<file path="src/sirq_pkg.sv">
// Package of constants and types for the serial interrupt reporter
// Summary of operation
// - Shared open-drain line, drive only permitted slots
// - Cycle is start, data frames, then stop
// - Quiet mode: device drives one low clock
// - Continuous mode: only host starts a cycle
// - After reset assume continuous, await host start
// - Count frames from rising edge ending start
// - Data frame is sample, recovery, turnaround
// - Sample clock: drive low if request active
// - Recovery drives high; turnaround stays released
// - Frame n carries request n-1 map
// - Slots aligned to clock edges from frame one
// - Stop length two quiet, three continuous
// - Accept idle or immediate next start
// - Quiet start only when a request pending
package sirq_pkg;
   localparam int SIRQ_NSRC = 32;
   localparam int SIRQ_NFRAMES = 32;
   localparam logic [3:0] SIRQ_START_MIN = 4'h4;
   localparam logic [3:0] SIRQ_START_MAX = 4'h8;
   localparam logic [3:0] SIRQ_STOP_QUIET = 4'h2;
   localparam logic [3:0] SIRQ_STOP_CONT = 4'h3;
   localparam logic [1:0] SIRQ_PH_SAMPLE = 2'h0;
   localparam logic [1:0] SIRQ_PH_RECOV = 2'h1;
   localparam logic [1:0] SIRQ_PH_TURN = 2'h2;

   typedef enum logic [2:0] {
      SIRQ_IDLE = 3'b000,
      SIRQ_QSTART = 3'b001,
      SIRQ_START = 3'b010,
      SIRQ_FRAMES = 3'b011,
      SIRQ_STOP = 3'b100
   } sirq_state_t;

   typedef struct packed {
      logic in;
      logic out;
      logic oe;
   } sirq_pin_t;
endpackage : sirq_pkg

</file>
<file path="src/sirq_latch.sv">
// Pending latch for one interrupt source
`timescale 1ns/1ps
module sirq_latch
   import sirq_pkg::*;
(
   // Clock and reset
   input wire logic clk,
   input wire logic reset,
   input wire logic ce,
   // Source and clear
   input wire logic req,
   input wire logic clr,
   output logic pend
);
   typedef struct packed {
      logic pend;
   } sirq_lst_t;
   sirq_lst_t st_r;
   sirq_lst_t st_nxt;

   always_comb
   begin
      st_nxt = st_r;
      // Set wins over clear
      st_nxt.pend = req | (st_r.pend & ~clr);
   end

   always_ff @(posedge clk)
   begin
      if (reset)
         st_r <= '0;
      else if (ce)
         st_r <= st_nxt;
   end

   assign pend = st_r.pend | req;

   latch_hold_a: assert property (@(posedge clk) disable iff (reset)
      ce && req |=> st_r.pend)
      else $error("request not latched");
   latch_clear_a: assert property (@(posedge clk) disable iff (reset)
      ce && clr && !req |=> !st_r.pend)
      else $error("reported request not cleared");
endmodule : sirq_latch

</file>
<file path="src/sirq_frame_cnt.sv">
// Frame and phase counter
`timescale 1ns/1ps
module sirq_frame_cnt
   import sirq_pkg::*;
(
   // Clock and reset
   input wire logic clk,
   input wire logic reset,
   input wire logic ce,
   // Control
   input wire logic clear,
   input wire logic run,
   output logic [1:0] phase,
   output logic [5:0] frame
);
   typedef struct packed {
      logic [1:0] phase;
      logic [5:0] frame;
   } sirq_cnt_t;
   sirq_cnt_t st_r;
   sirq_cnt_t st_nxt;

   always_comb
   begin
      st_nxt = st_r;
      if (clear)
      begin
         st_nxt = '0;
      end
      else if (run)
      begin
         if (st_r.phase == SIRQ_PH_TURN)
         begin
            st_nxt.phase = SIRQ_PH_SAMPLE;
            st_nxt.frame = st_r.frame + 6'h01;
         end
         else
         begin
            st_nxt.phase = st_r.phase + 2'h1;
         end
      end
   end

   always_ff @(posedge clk)
   begin
      if (reset)
         st_r <= '0;
      else if (ce)
         st_r <= st_nxt;
   end

   assign phase = st_r.phase;
   assign frame = st_r.frame;

   phase_range_a: assert property (@(posedge clk) disable iff (reset)
      st_r.phase != 2'h3)
      else $error("phase out of range");
   phase_step_a: assert property (@(posedge clk) disable iff (reset)
      ce && run && !clear && st_r.phase == SIRQ_PH_SAMPLE |=> st_r.phase == SIRQ_PH_RECOV)
      else $error("sample not followed by recovery");
   clear_zero_a: assert property (@(posedge clk) disable iff (reset)
      ce && clear |=> st_r.phase == SIRQ_PH_SAMPLE && st_r.frame == 6'h00)
      else $error("counter not cleared at start");
   turn_wrap_a: assert property (@(posedge clk) disable iff (reset)
      ce && run && !clear && st_r.phase == SIRQ_PH_TURN
      |=> st_r.phase == SIRQ_PH_SAMPLE && st_r.frame == $past(st_r.frame) + 6'h01)
      else $error("turnaround not followed by next frame");
endmodule : sirq_frame_cnt

</file>
<file path="src/sirq_slave.sv">
// Serial interrupt reporter, device side
`timescale 1ns/1ps
module sirq_slave
   import sirq_pkg::*;
(
   // Clock and reset
   input wire logic clk,
   input wire logic reset,
   input wire logic ce,
   // Interrupt sources, index equals frame counter value
   input wire logic [SIRQ_NSRC-1:0] irq_src,
   // Shared line
   input wire logic line_in,
   output logic line_out,
   output logic line_oe,
   // Status
   output logic quiet_mode,
   output logic cycle_active
);
   typedef struct packed {
      sirq_state_t state;
      logic quiet;
      logic [3:0] lowcnt;
      logic drv;
      logic drv_hi;
      logic pulled;
      logic line_d;
   } sirq_st_t;
   sirq_st_t st_r;
   sirq_st_t st_nxt;

   logic [SIRQ_NSRC-1:0] pend;
   logic [SIRQ_NSRC-1:0] clr;
   logic [1:0] phase;
   logic [5:0] frame;
   logic cnt_clear;
   logic cnt_run;
   logic any_pend;
   logic rise;
   logic slot_pend;

   // ********************************
   // Pending latches
   // ********************************
   genvar gi;
   generate
      for (gi = 0; gi < SIRQ_NSRC; gi++)
      begin : g_src
         sirq_latch u_latch (
            .clk(clk),
            .reset(reset),
            .ce(ce),
            .req(irq_src[gi]),
            .clr(clr[gi]),
            .pend(pend[gi])
         );
         // Cleared once reported in its sample slot
         assign clr[gi] = (st_r.state == SIRQ_FRAMES) && (phase == SIRQ_PH_SAMPLE)
                          && (frame == 6'(gi)) && ce;
      end
   endgenerate

   // ********************************
   // Frame counter
   // ********************************
   sirq_frame_cnt u_cnt (
      .clk(clk),
      .reset(reset),
      .ce(ce),
      .clear(cnt_clear),
      .run(cnt_run),
      .phase(phase),
      .frame(frame)
   );

   assign any_pend = |pend;
   assign rise = line_in & ~st_r.line_d;
   assign slot_pend = pend[0];

   // ********************************
   // Cycle sequencer
   // ********************************
   always_comb
   begin
      st_nxt = st_r;
      st_nxt.line_d = line_in;
      st_nxt.drv = 1'b0;
      st_nxt.drv_hi = 1'b0;
      cnt_clear = 1'b0;
      cnt_run = 1'b0;
      case (st_r.state)
         SIRQ_IDLE:
         begin
            if (!line_in)
            begin
               st_nxt.state = SIRQ_START;
               st_nxt.lowcnt = 4'h1;
            end
            else if (st_r.quiet && any_pend)
            begin
               st_nxt.state = SIRQ_QSTART;
               st_nxt.drv = 1'b1;
               st_nxt.lowcnt = 4'h0;
            end
         end
         SIRQ_QSTART:
         begin
            // Own low clock on the line now; release next
            st_nxt.state = SIRQ_START;
            st_nxt.lowcnt = 4'h1;
         end
         SIRQ_START:
         begin
            if (!line_in)
            begin
               if (st_r.lowcnt != 4'hf)
                  st_nxt.lowcnt = st_r.lowcnt + 4'h1;
            end
            else if (st_r.lowcnt >= SIRQ_START_MIN && st_r.lowcnt <= SIRQ_START_MAX)
            begin
               // Rising edge ends start; host high clock is here
               st_nxt.state = SIRQ_FRAMES;
               cnt_clear = 1'b1;
               st_nxt.drv = slot_pend;
               st_nxt.pulled = 1'b0;
            end
            else
            begin
               st_nxt.state = SIRQ_IDLE;
            end
         end
         SIRQ_FRAMES:
         begin
            cnt_run = 1'b1;
            if (phase == SIRQ_PH_SAMPLE)
            begin
               st_nxt.pulled = st_r.drv;
               st_nxt.drv = 1'b0;
               st_nxt.drv_hi = st_r.drv;
            end
            else if (phase == SIRQ_PH_TURN)
            begin
               if (!line_in && st_r.line_d && frame >= 6'(SIRQ_NFRAMES - 1))
               begin
                  st_nxt.state = SIRQ_STOP;
                  st_nxt.lowcnt = 4'h1;
               end
            end
            // Host stop may come earlier than all frames
            if (!line_in && !st_r.drv && !st_r.drv_hi && phase == SIRQ_PH_RECOV)
            begin
               // Recovery clock low with no device drive; sample clock counted as low too
               st_nxt.state = SIRQ_STOP;
               st_nxt.lowcnt = 4'h2;
               st_nxt.drv_hi = 1'b0;
            end
         end
         SIRQ_STOP:
         begin
            if (!line_in)
            begin
               if (st_r.lowcnt != 4'hf)
                  st_nxt.lowcnt = st_r.lowcnt + 4'h1;
            end
            else
            begin
               if (st_r.lowcnt == SIRQ_STOP_QUIET)
                  st_nxt.quiet = 1'b1;
               else if (st_r.lowcnt == SIRQ_STOP_CONT)
                  st_nxt.quiet = 1'b0;
               st_nxt.state = SIRQ_IDLE;
            end
         end
         default:
         begin
            st_nxt.state = SIRQ_IDLE;
         end
      endcase
      // Next sample slot drive, set one clock ahead
      if (st_r.state == SIRQ_FRAMES && phase == SIRQ_PH_TURN && st_nxt.state == SIRQ_FRAMES)
      begin
         st_nxt.drv = (frame + 6'h01 < 6'(SIRQ_NFRAMES)) ? pend[5'(frame + 6'h01)] : 1'b0;
      end
   end

   always_ff @(posedge clk)
   begin
      if (reset)
      begin
         st_r <= '0;
         st_r.state <= SIRQ_IDLE;
         st_r.line_d <= 1'b1;
      end
      else if (ce)
         st_r <= st_nxt;
   end

   // ********************************
   // Pin drive
   // ********************************
   assign line_oe = st_r.drv | st_r.drv_hi;
   assign line_out = st_r.drv_hi;
   assign quiet_mode = st_r.quiet;
   assign cycle_active = (st_r.state != SIRQ_IDLE);

   only_drive_a: assert property (@(posedge clk) disable iff (reset)
      line_oe |-> (st_r.state == SIRQ_QSTART || st_r.state == SIRQ_FRAMES))
      else $error("line driven outside slot");
   cont_nostart_a: assert property (@(posedge clk) disable iff (reset)
      st_r.state == SIRQ_IDLE && !st_r.quiet && ce |=> st_r.state != SIRQ_QSTART)
      else $error("device started in continuous mode");
   reset_cont_a: assert property (@(posedge clk)
      reset |=> !st_r.quiet && st_r.state == SIRQ_IDLE)
      else $error("reset mode not continuous");
   quiet_one_a: assert property (@(posedge clk) disable iff (reset)
      ce && st_r.state == SIRQ_QSTART |-> line_oe && !line_out)
      else $error("quiet start low missing");
   quiet_need_a: assert property (@(posedge clk) disable iff (reset)
      ce && st_r.state == SIRQ_IDLE && $past(st_r.state) != SIRQ_QSTART
      ##1 st_r.state == SIRQ_QSTART |-> $past(any_pend) && $past(st_r.quiet))
      else $error("quiet start without request");
   recov_high_a: assert property (@(posedge clk) disable iff (reset)
      st_r.state == SIRQ_FRAMES && phase == SIRQ_PH_SAMPLE && line_oe && ce
      && st_nxt.state == SIRQ_FRAMES |=> line_oe && line_out)
      else $error("recovery not driven high");
   turn_free_a: assert property (@(posedge clk) disable iff (reset)
      st_r.state == SIRQ_FRAMES && phase == SIRQ_PH_TURN |-> !line_oe || !line_out)
      else $error("turnaround driven high");
   stop_quiet_a: assert property (@(posedge clk) disable iff (reset)
      ce && st_r.state == SIRQ_STOP && line_in && st_r.lowcnt == SIRQ_STOP_QUIET |=> quiet_mode)
      else $error("two clock stop missed quiet");
   stop_cont_a: assert property (@(posedge clk) disable iff (reset)
      ce && st_r.state == SIRQ_STOP && line_in && st_r.lowcnt == SIRQ_STOP_CONT |=> !quiet_mode)
      else $error("three clock stop missed continuous");

   // ********************************
   // Frame sequencing checks
   // ********************************
   start_count_a: assert property (@(posedge clk) disable iff (reset)
      ce && st_r.state == SIRQ_START && !line_in && st_r.lowcnt != 4'hf
      |=> st_r.lowcnt == $past(st_r.lowcnt) + 4'h1)
      else $error("start length not counted");

   start_short_a: assert property (@(posedge clk) disable iff (reset)
      ce && st_r.state == SIRQ_START && line_in && st_r.lowcnt < SIRQ_START_MIN
      |=> st_r.state == SIRQ_IDLE)
      else $error("short start not refused");

   start_long_a: assert property (@(posedge clk) disable iff (reset)
      ce && st_r.state == SIRQ_START && line_in && st_r.lowcnt > SIRQ_START_MAX
      |=> st_r.state == SIRQ_IDLE)
      else $error("long start not refused");

   start_end_a: assert property (@(posedge clk) disable iff (reset)
      ce && st_r.state == SIRQ_START && line_in && st_r.lowcnt >= SIRQ_START_MIN
      && st_r.lowcnt <= SIRQ_START_MAX
      |=> st_r.state == SIRQ_FRAMES && phase == SIRQ_PH_SAMPLE && frame == 6'h00)
      else $error("frame count not started at start edge");

   first_slot_a: assert property (@(posedge clk) disable iff (reset)
      ce && st_r.state == SIRQ_START && line_in && st_r.lowcnt >= SIRQ_START_MIN
      && st_r.lowcnt <= SIRQ_START_MAX |=> line_oe == $past(pend[0]))
      else $error("first frame drive wrong");

   sample_low_a: assert property (@(posedge clk) disable iff (reset)
      st_r.state == SIRQ_FRAMES && phase == SIRQ_PH_SAMPLE && line_oe |-> !line_out)
      else $error("sample slot not driven low");

   low_slot_a: assert property (@(posedge clk) disable iff (reset)
      line_oe && !line_out
      |-> st_r.state == SIRQ_QSTART || (st_r.state == SIRQ_FRAMES && phase == SIRQ_PH_SAMPLE))
      else $error("line pulled low outside a slot");

   high_slot_a: assert property (@(posedge clk) disable iff (reset)
      line_oe && line_out |-> st_r.state == SIRQ_FRAMES && phase == SIRQ_PH_RECOV)
      else $error("line driven high outside recovery");

   qstart_once_a: assert property (@(posedge clk) disable iff (reset)
      ce && st_r.state == SIRQ_QSTART |=> !line_oe && st_r.state == SIRQ_START)
      else $error("quiet start low longer than one clock");

   quiet_go_a: assert property (@(posedge clk) disable iff (reset)
      ce && st_r.state == SIRQ_IDLE && line_in && st_r.quiet && any_pend
      |=> st_r.state == SIRQ_QSTART)
      else $error("pending request did not start quiet cycle");

   idle_start_a: assert property (@(posedge clk) disable iff (reset)
      ce && st_r.state == SIRQ_IDLE && !line_in
      |=> st_r.state == SIRQ_START && st_r.lowcnt == 4'h1)
      else $error("host start not taken");

   stop_enter_a: assert property (@(posedge clk) disable iff (reset)
      ce && st_r.state == SIRQ_FRAMES && phase == SIRQ_PH_RECOV && !line_in
      && !st_r.drv && !st_r.drv_hi |=> st_r.state == SIRQ_STOP && st_r.lowcnt == 4'h2)
      else $error("stop frame not detected");

   stop_done_a: assert property (@(posedge clk) disable iff (reset)
      ce && st_r.state == SIRQ_STOP && line_in |=> st_r.state == SIRQ_IDLE)
      else $error("cycle not ended after stop");

   stop_other_a: assert property (@(posedge clk) disable iff (reset)
      ce && st_r.state == SIRQ_STOP && line_in && st_r.lowcnt != SIRQ_STOP_QUIET
      && st_r.lowcnt != SIRQ_STOP_CONT |=> quiet_mode == $past(quiet_mode))
      else $error("odd stop length changed mode");
endmodule : sirq_slave

</file>
<file path="config.mk">
export PLATFORM = sky130hd
export DESIGN_NAME = sirq_slave
export DESIGN_NICKNAME = d
export VERILOG_FILES = /design/src/sirq_pkg.sv /design/src/sirq_latch.sv /design/src/sirq_frame_cnt.sv /design/src/sirq_slave.sv
export SDC_FILE = /design/constraint.sdc
export NUM_CORES = 1
export LEC_CHECK = 0
export ABC_AREA = 1
export BUFFER_PORTS_ARGS = -buffer_cell sky130_fd_sc_hd__buf_2
export CAP_MARGIN = 20
export CORE_ASPECT_RATIO = 1.4
export CORE_UTILIZATION = 58
export CTS_CLUSTER_SIZE = 20
export DETAILED_ROUTE_END_ITERATION = 10
export HOLD_SLACK_MARGIN = 0.1
export PLACE_DENSITY = 0.91
export SYNTH_ARGS = -nofsm -noshare
export SYNTH_HDL_FRONTEND = slang
export SYNTH_SLANG_ARGS = --single-unit
</file>
<file path="constraint.sdc">
create_clock -name clk -period 2.2 [get_ports clk]
set_input_delay 0.33 -clock clk [delete_from_list [all_inputs] [get_ports clk]]
set_output_delay 0.33 -clock clk [all_outputs]
set_load 0.05 [all_outputs]
</file>
==> summary.txt <==
Status
  – Outcome: finished, final reports clean

Synth
  – Synth warnings: 0
  – Yosys reg bits: 51
  – Count leader, synth: nand2_1
  – Ys async rst share: 0%
  – EDFF count, synth: 0
  – Post-synthesis instance total: 486
  – Syn Area/Cell: 6.43 um^2
  – Synth Cell Area: 0.00313 mm^2
  – Post-synth top area share: 32.7%
  – Net Count, Synth: 529
  – Synth top area cells: dfxtp_1 33%, nand2_1 18%, nor2_1 7.6%
  – Area leader, netlist: dfxtp_1
  – Sequential area share after synthesis: 32.7%
  – Post-synth top cells: 148 x nand2_1, 63 x nor2_1, 51 x dfxtp_1, 47 x a21oi_1, 32 x inv_1
  – Most common flop cell mapped by yosys: dfxtp_1
  – Synth unique cells: 38

Worst setup path
  – Critical Path Start Type: flop
  – WP data required: 2410 ps
  – Worst Path Max Fanout: 5
  – Launch point of the worst path: u_cnt.frame[1]
  – R2R setup slack: 300 ps
  – Crit. End Element: flop
  – Endpoint of the lowest-slack register-to-register path: st_r[4]
  – Worst setup path category: flop to flop
  – Cells on worst reg2reg path: 12
  – FF-to-FF Start: u_cnt.frame[1]
  – CP Data Arrival Time: 2110 ps
  – Critical Path End: st_r[4]

Timing
  – Max-slew headroom: 69.0%
  – Clock skew: 7.19 ps
  – Worst Max-Slew Pin Slew: 466 ps
  – RSZ-0062 raised after global routing: no
  – Slew Limit Fails: 0
  – Setup TNS: 0 ps
  – Achievable frequency: 526 MHz
  – Final hold violations: 0
  – Tcrit/Tclk final: 86.4%
  – Final worst path period need: 1900 ps
  – Final setup viols: 0

Pwr
  – Reg power frac: 53.7%
  – Net switching power figure: 0.543 mW
  – P_leak: 1.51 nW
  – Sw Ratio: 29.0%
  – P_int: 1.33 mW
  – Final Power: 1.88 mW
  – Clock Power Share: 29.6%
  – Combinational power share: 16.7%
  – Power Dens Cells: 546 mW/mm^2
  – Worst vdd ir: 0.344 mV

Clock network
  – Setup bufs post-CTS: 0
  – # resized after CTS: 0
  – Clock Path Buffers: 2
  – CTS tree: yes
  – CTS sink count: 51
  – CTS Buf Count: 5
  – Clock slew at reported path FFs: 90 ps
  – H-tree level count: 2
  – Worst skew pair latency: 310 ps
  – Hold buffer count at cts: 0
  – Root Driver: clkbuf_8

GRT
  – First-pass GRT wire length: 13900 um
  – Largest net degree at the start of global routing: 25
  – Global Route Usage Sum: 31.4%
  – Grt ovf: 0
  – Number of global-route vias before repair: 3146
  – Initial antenna violation count: 0

Layout
  – Synthesis-to-layout area growth: 9.92%
  – Multi-input gate area: 0.00187 mm^2
  – Diodes inserted: 0
  – Storage element area: 0.00102 mm^2
  – # fillers: 503
  – Share of cells above drive strength 1: 16.2%
  – Utilization after layout: 66.1%
  – Final #Nets: 563

Place
  – HPWL after DPL: 6540 um
  – GP Congestion: 1.01
  – Port Buf Inserts: 39

Routing
  – Antenna Nets Post-Route: 0
  – Pre-antenna DRT Iters: 5
  – Drt wl/cell: 14.7 um
  – Residual DRC count: 0
  – Initial DRC Count: 237
  – Highest routed layer: met4
  – Met3 wire length: 504 um
  – Detailed-route via count: 3354
  – Vias per cell: 5.72
  – DRT Wirelength: 8620 um
  – Routed length on met2: 4450 um
  – Met1 Wirelength: 3310 um

Job
  – Max-Cap Viols: 0

Die
  – Die Span Y: 88.9 um
  – FP Rows: 31
  – Core area: 0.00520 mm^2
  – Die Area: 0.00569 mm^2
  – Die X-Extent: 64.1 um
  – # IOs: 40
  – Initial core utilization: 60.2%

Hold path
  – Hold/Removal Path Class: primary input to flop
-- flip-flops by register name, summed over array words and instances, names as in the netlist --
signal / cells
g_src.u_latch.st_r: 32
st_r: 9
u_cnt.frame: 6
u_cnt.phase: 2
line_out: 1
quiet_mode: 1
-- stage by stage --
| step | worst slack, ps | hold WS [ps] | std cells | cell area (um^2) |
|---|---|---|---|---|
| after floorplan | 320 | 439 | 486 | 3130 |
| after global placement | 388 | 445 | 579 | 3350 |
| after detailed placement | 327 | 457 | 579 | 3350 |
| after CTS | 313 | 267 | 586 | 3440 |
| after global routing | 105 | 277 | 586 | 3440 |
| final | 298 | 274 | 586 | 3440 |
-- kinds of logic (layout without fill, tap and decap cells) --
logic type	count (synthesis)	after routing	share of synthesized area, %
AND/OR/NAND/NOR	267	267	37.1
AO/OA/AOI/OAI	106	106	19.5
buffers and inverters	53	87	7.44
flip-flops	51	51	32.7
adder cells (fa/ha/maj)	7	7	2.80
XOR/XNOR	2	2	0.560
-- worst min-delay path by stage --
stage                              to  cells past startpoint                   start  slack, ps
2_1_floorplan  g_src[10].u_latch.st_r                      2  g_src[10].u_latch.st_r        440
6_report        g_src[0].u_latch.st_r                      3              irq_src[0]        270
3_3_place_gp   g_src[20].u_latch.st_r                      2  g_src[20].u_latch.st_r        440
5_1_grt        g_src[30].u_latch.st_r                      3             irq_src[30]        280
4_1_cts         g_src[0].u_latch.st_r                      3              irq_src[0]        270
3_5_place_dp    g_src[8].u_latch.st_r                      2   g_src[8].u_latch.st_r        460
-- critical path: stages, from the launching register on --
cell and delay (ps):
dfxtp_1 430, ha_1 310, inv_1 90, nor2_2 120, nand2_1 70, nand2_1 80
nand4_2 110, a21oi_2 220, nand2_2 120, clkinv_2 70, nand2_1 50, nand2_1 80
nor2_1 40
-- area by class of cell --
type,instances,share of cell area [%]
Clock inverter,1,0.146
Sequential cell,51,29.7
Inverter,35,3.86
Timing Repair Buffer,45,6.99
Tap cell,66,2.40
Clock buffer,6,2.40
Multi-Input combinational cell,382,54.5
-- routing by layer --
metal	vias up	GRT usage, %
li1	1652	-
met1	1523	32.8
met2	146	58.8
met3	33	5.67
met4	0	18.0
met5	-	0
-- placed cells by master (no fill, tap or decap), types with 2 or more instances in the layout --
master    netlist  routed
a211oi_1        5       5
a21oi_1        47      47
buf_2           5      39
buf_4           1       6
clkbuf_8        0       6
clkinv_2        1       2
dfxtp_1        51      51
ha_1            7       7
inv_1          32      32
inv_2           2       2
nand2_1       148     148
nand2_2         4       4
nand3_1        31      31
nand3b_1        2       2
nand4_4         2       2
nor2_1         63      63
nor2_2          3       3
nor3_1          5       5
nor4_1          2       2
o21ai_0        26      26
o21ai_1         8       8
o21ai_2        14      14
xor2_1          2       2
-- power groups by stage --
stage / Clock [mW] / Sequential, mW / Combinational, mW
final: 0.555 / 1.01 / 0.313
after global routing: 0.594 / 1.01 / 0.349
after CTS: 0.565 / 1.01 / 0.308
after detailed placement: 0 / 1.03 / 0.306
after global placement: 0 / 1.03 / 0.295
after floorplan: 0 / 1.02 / 0.209
(Power assumes the default switching activity.)
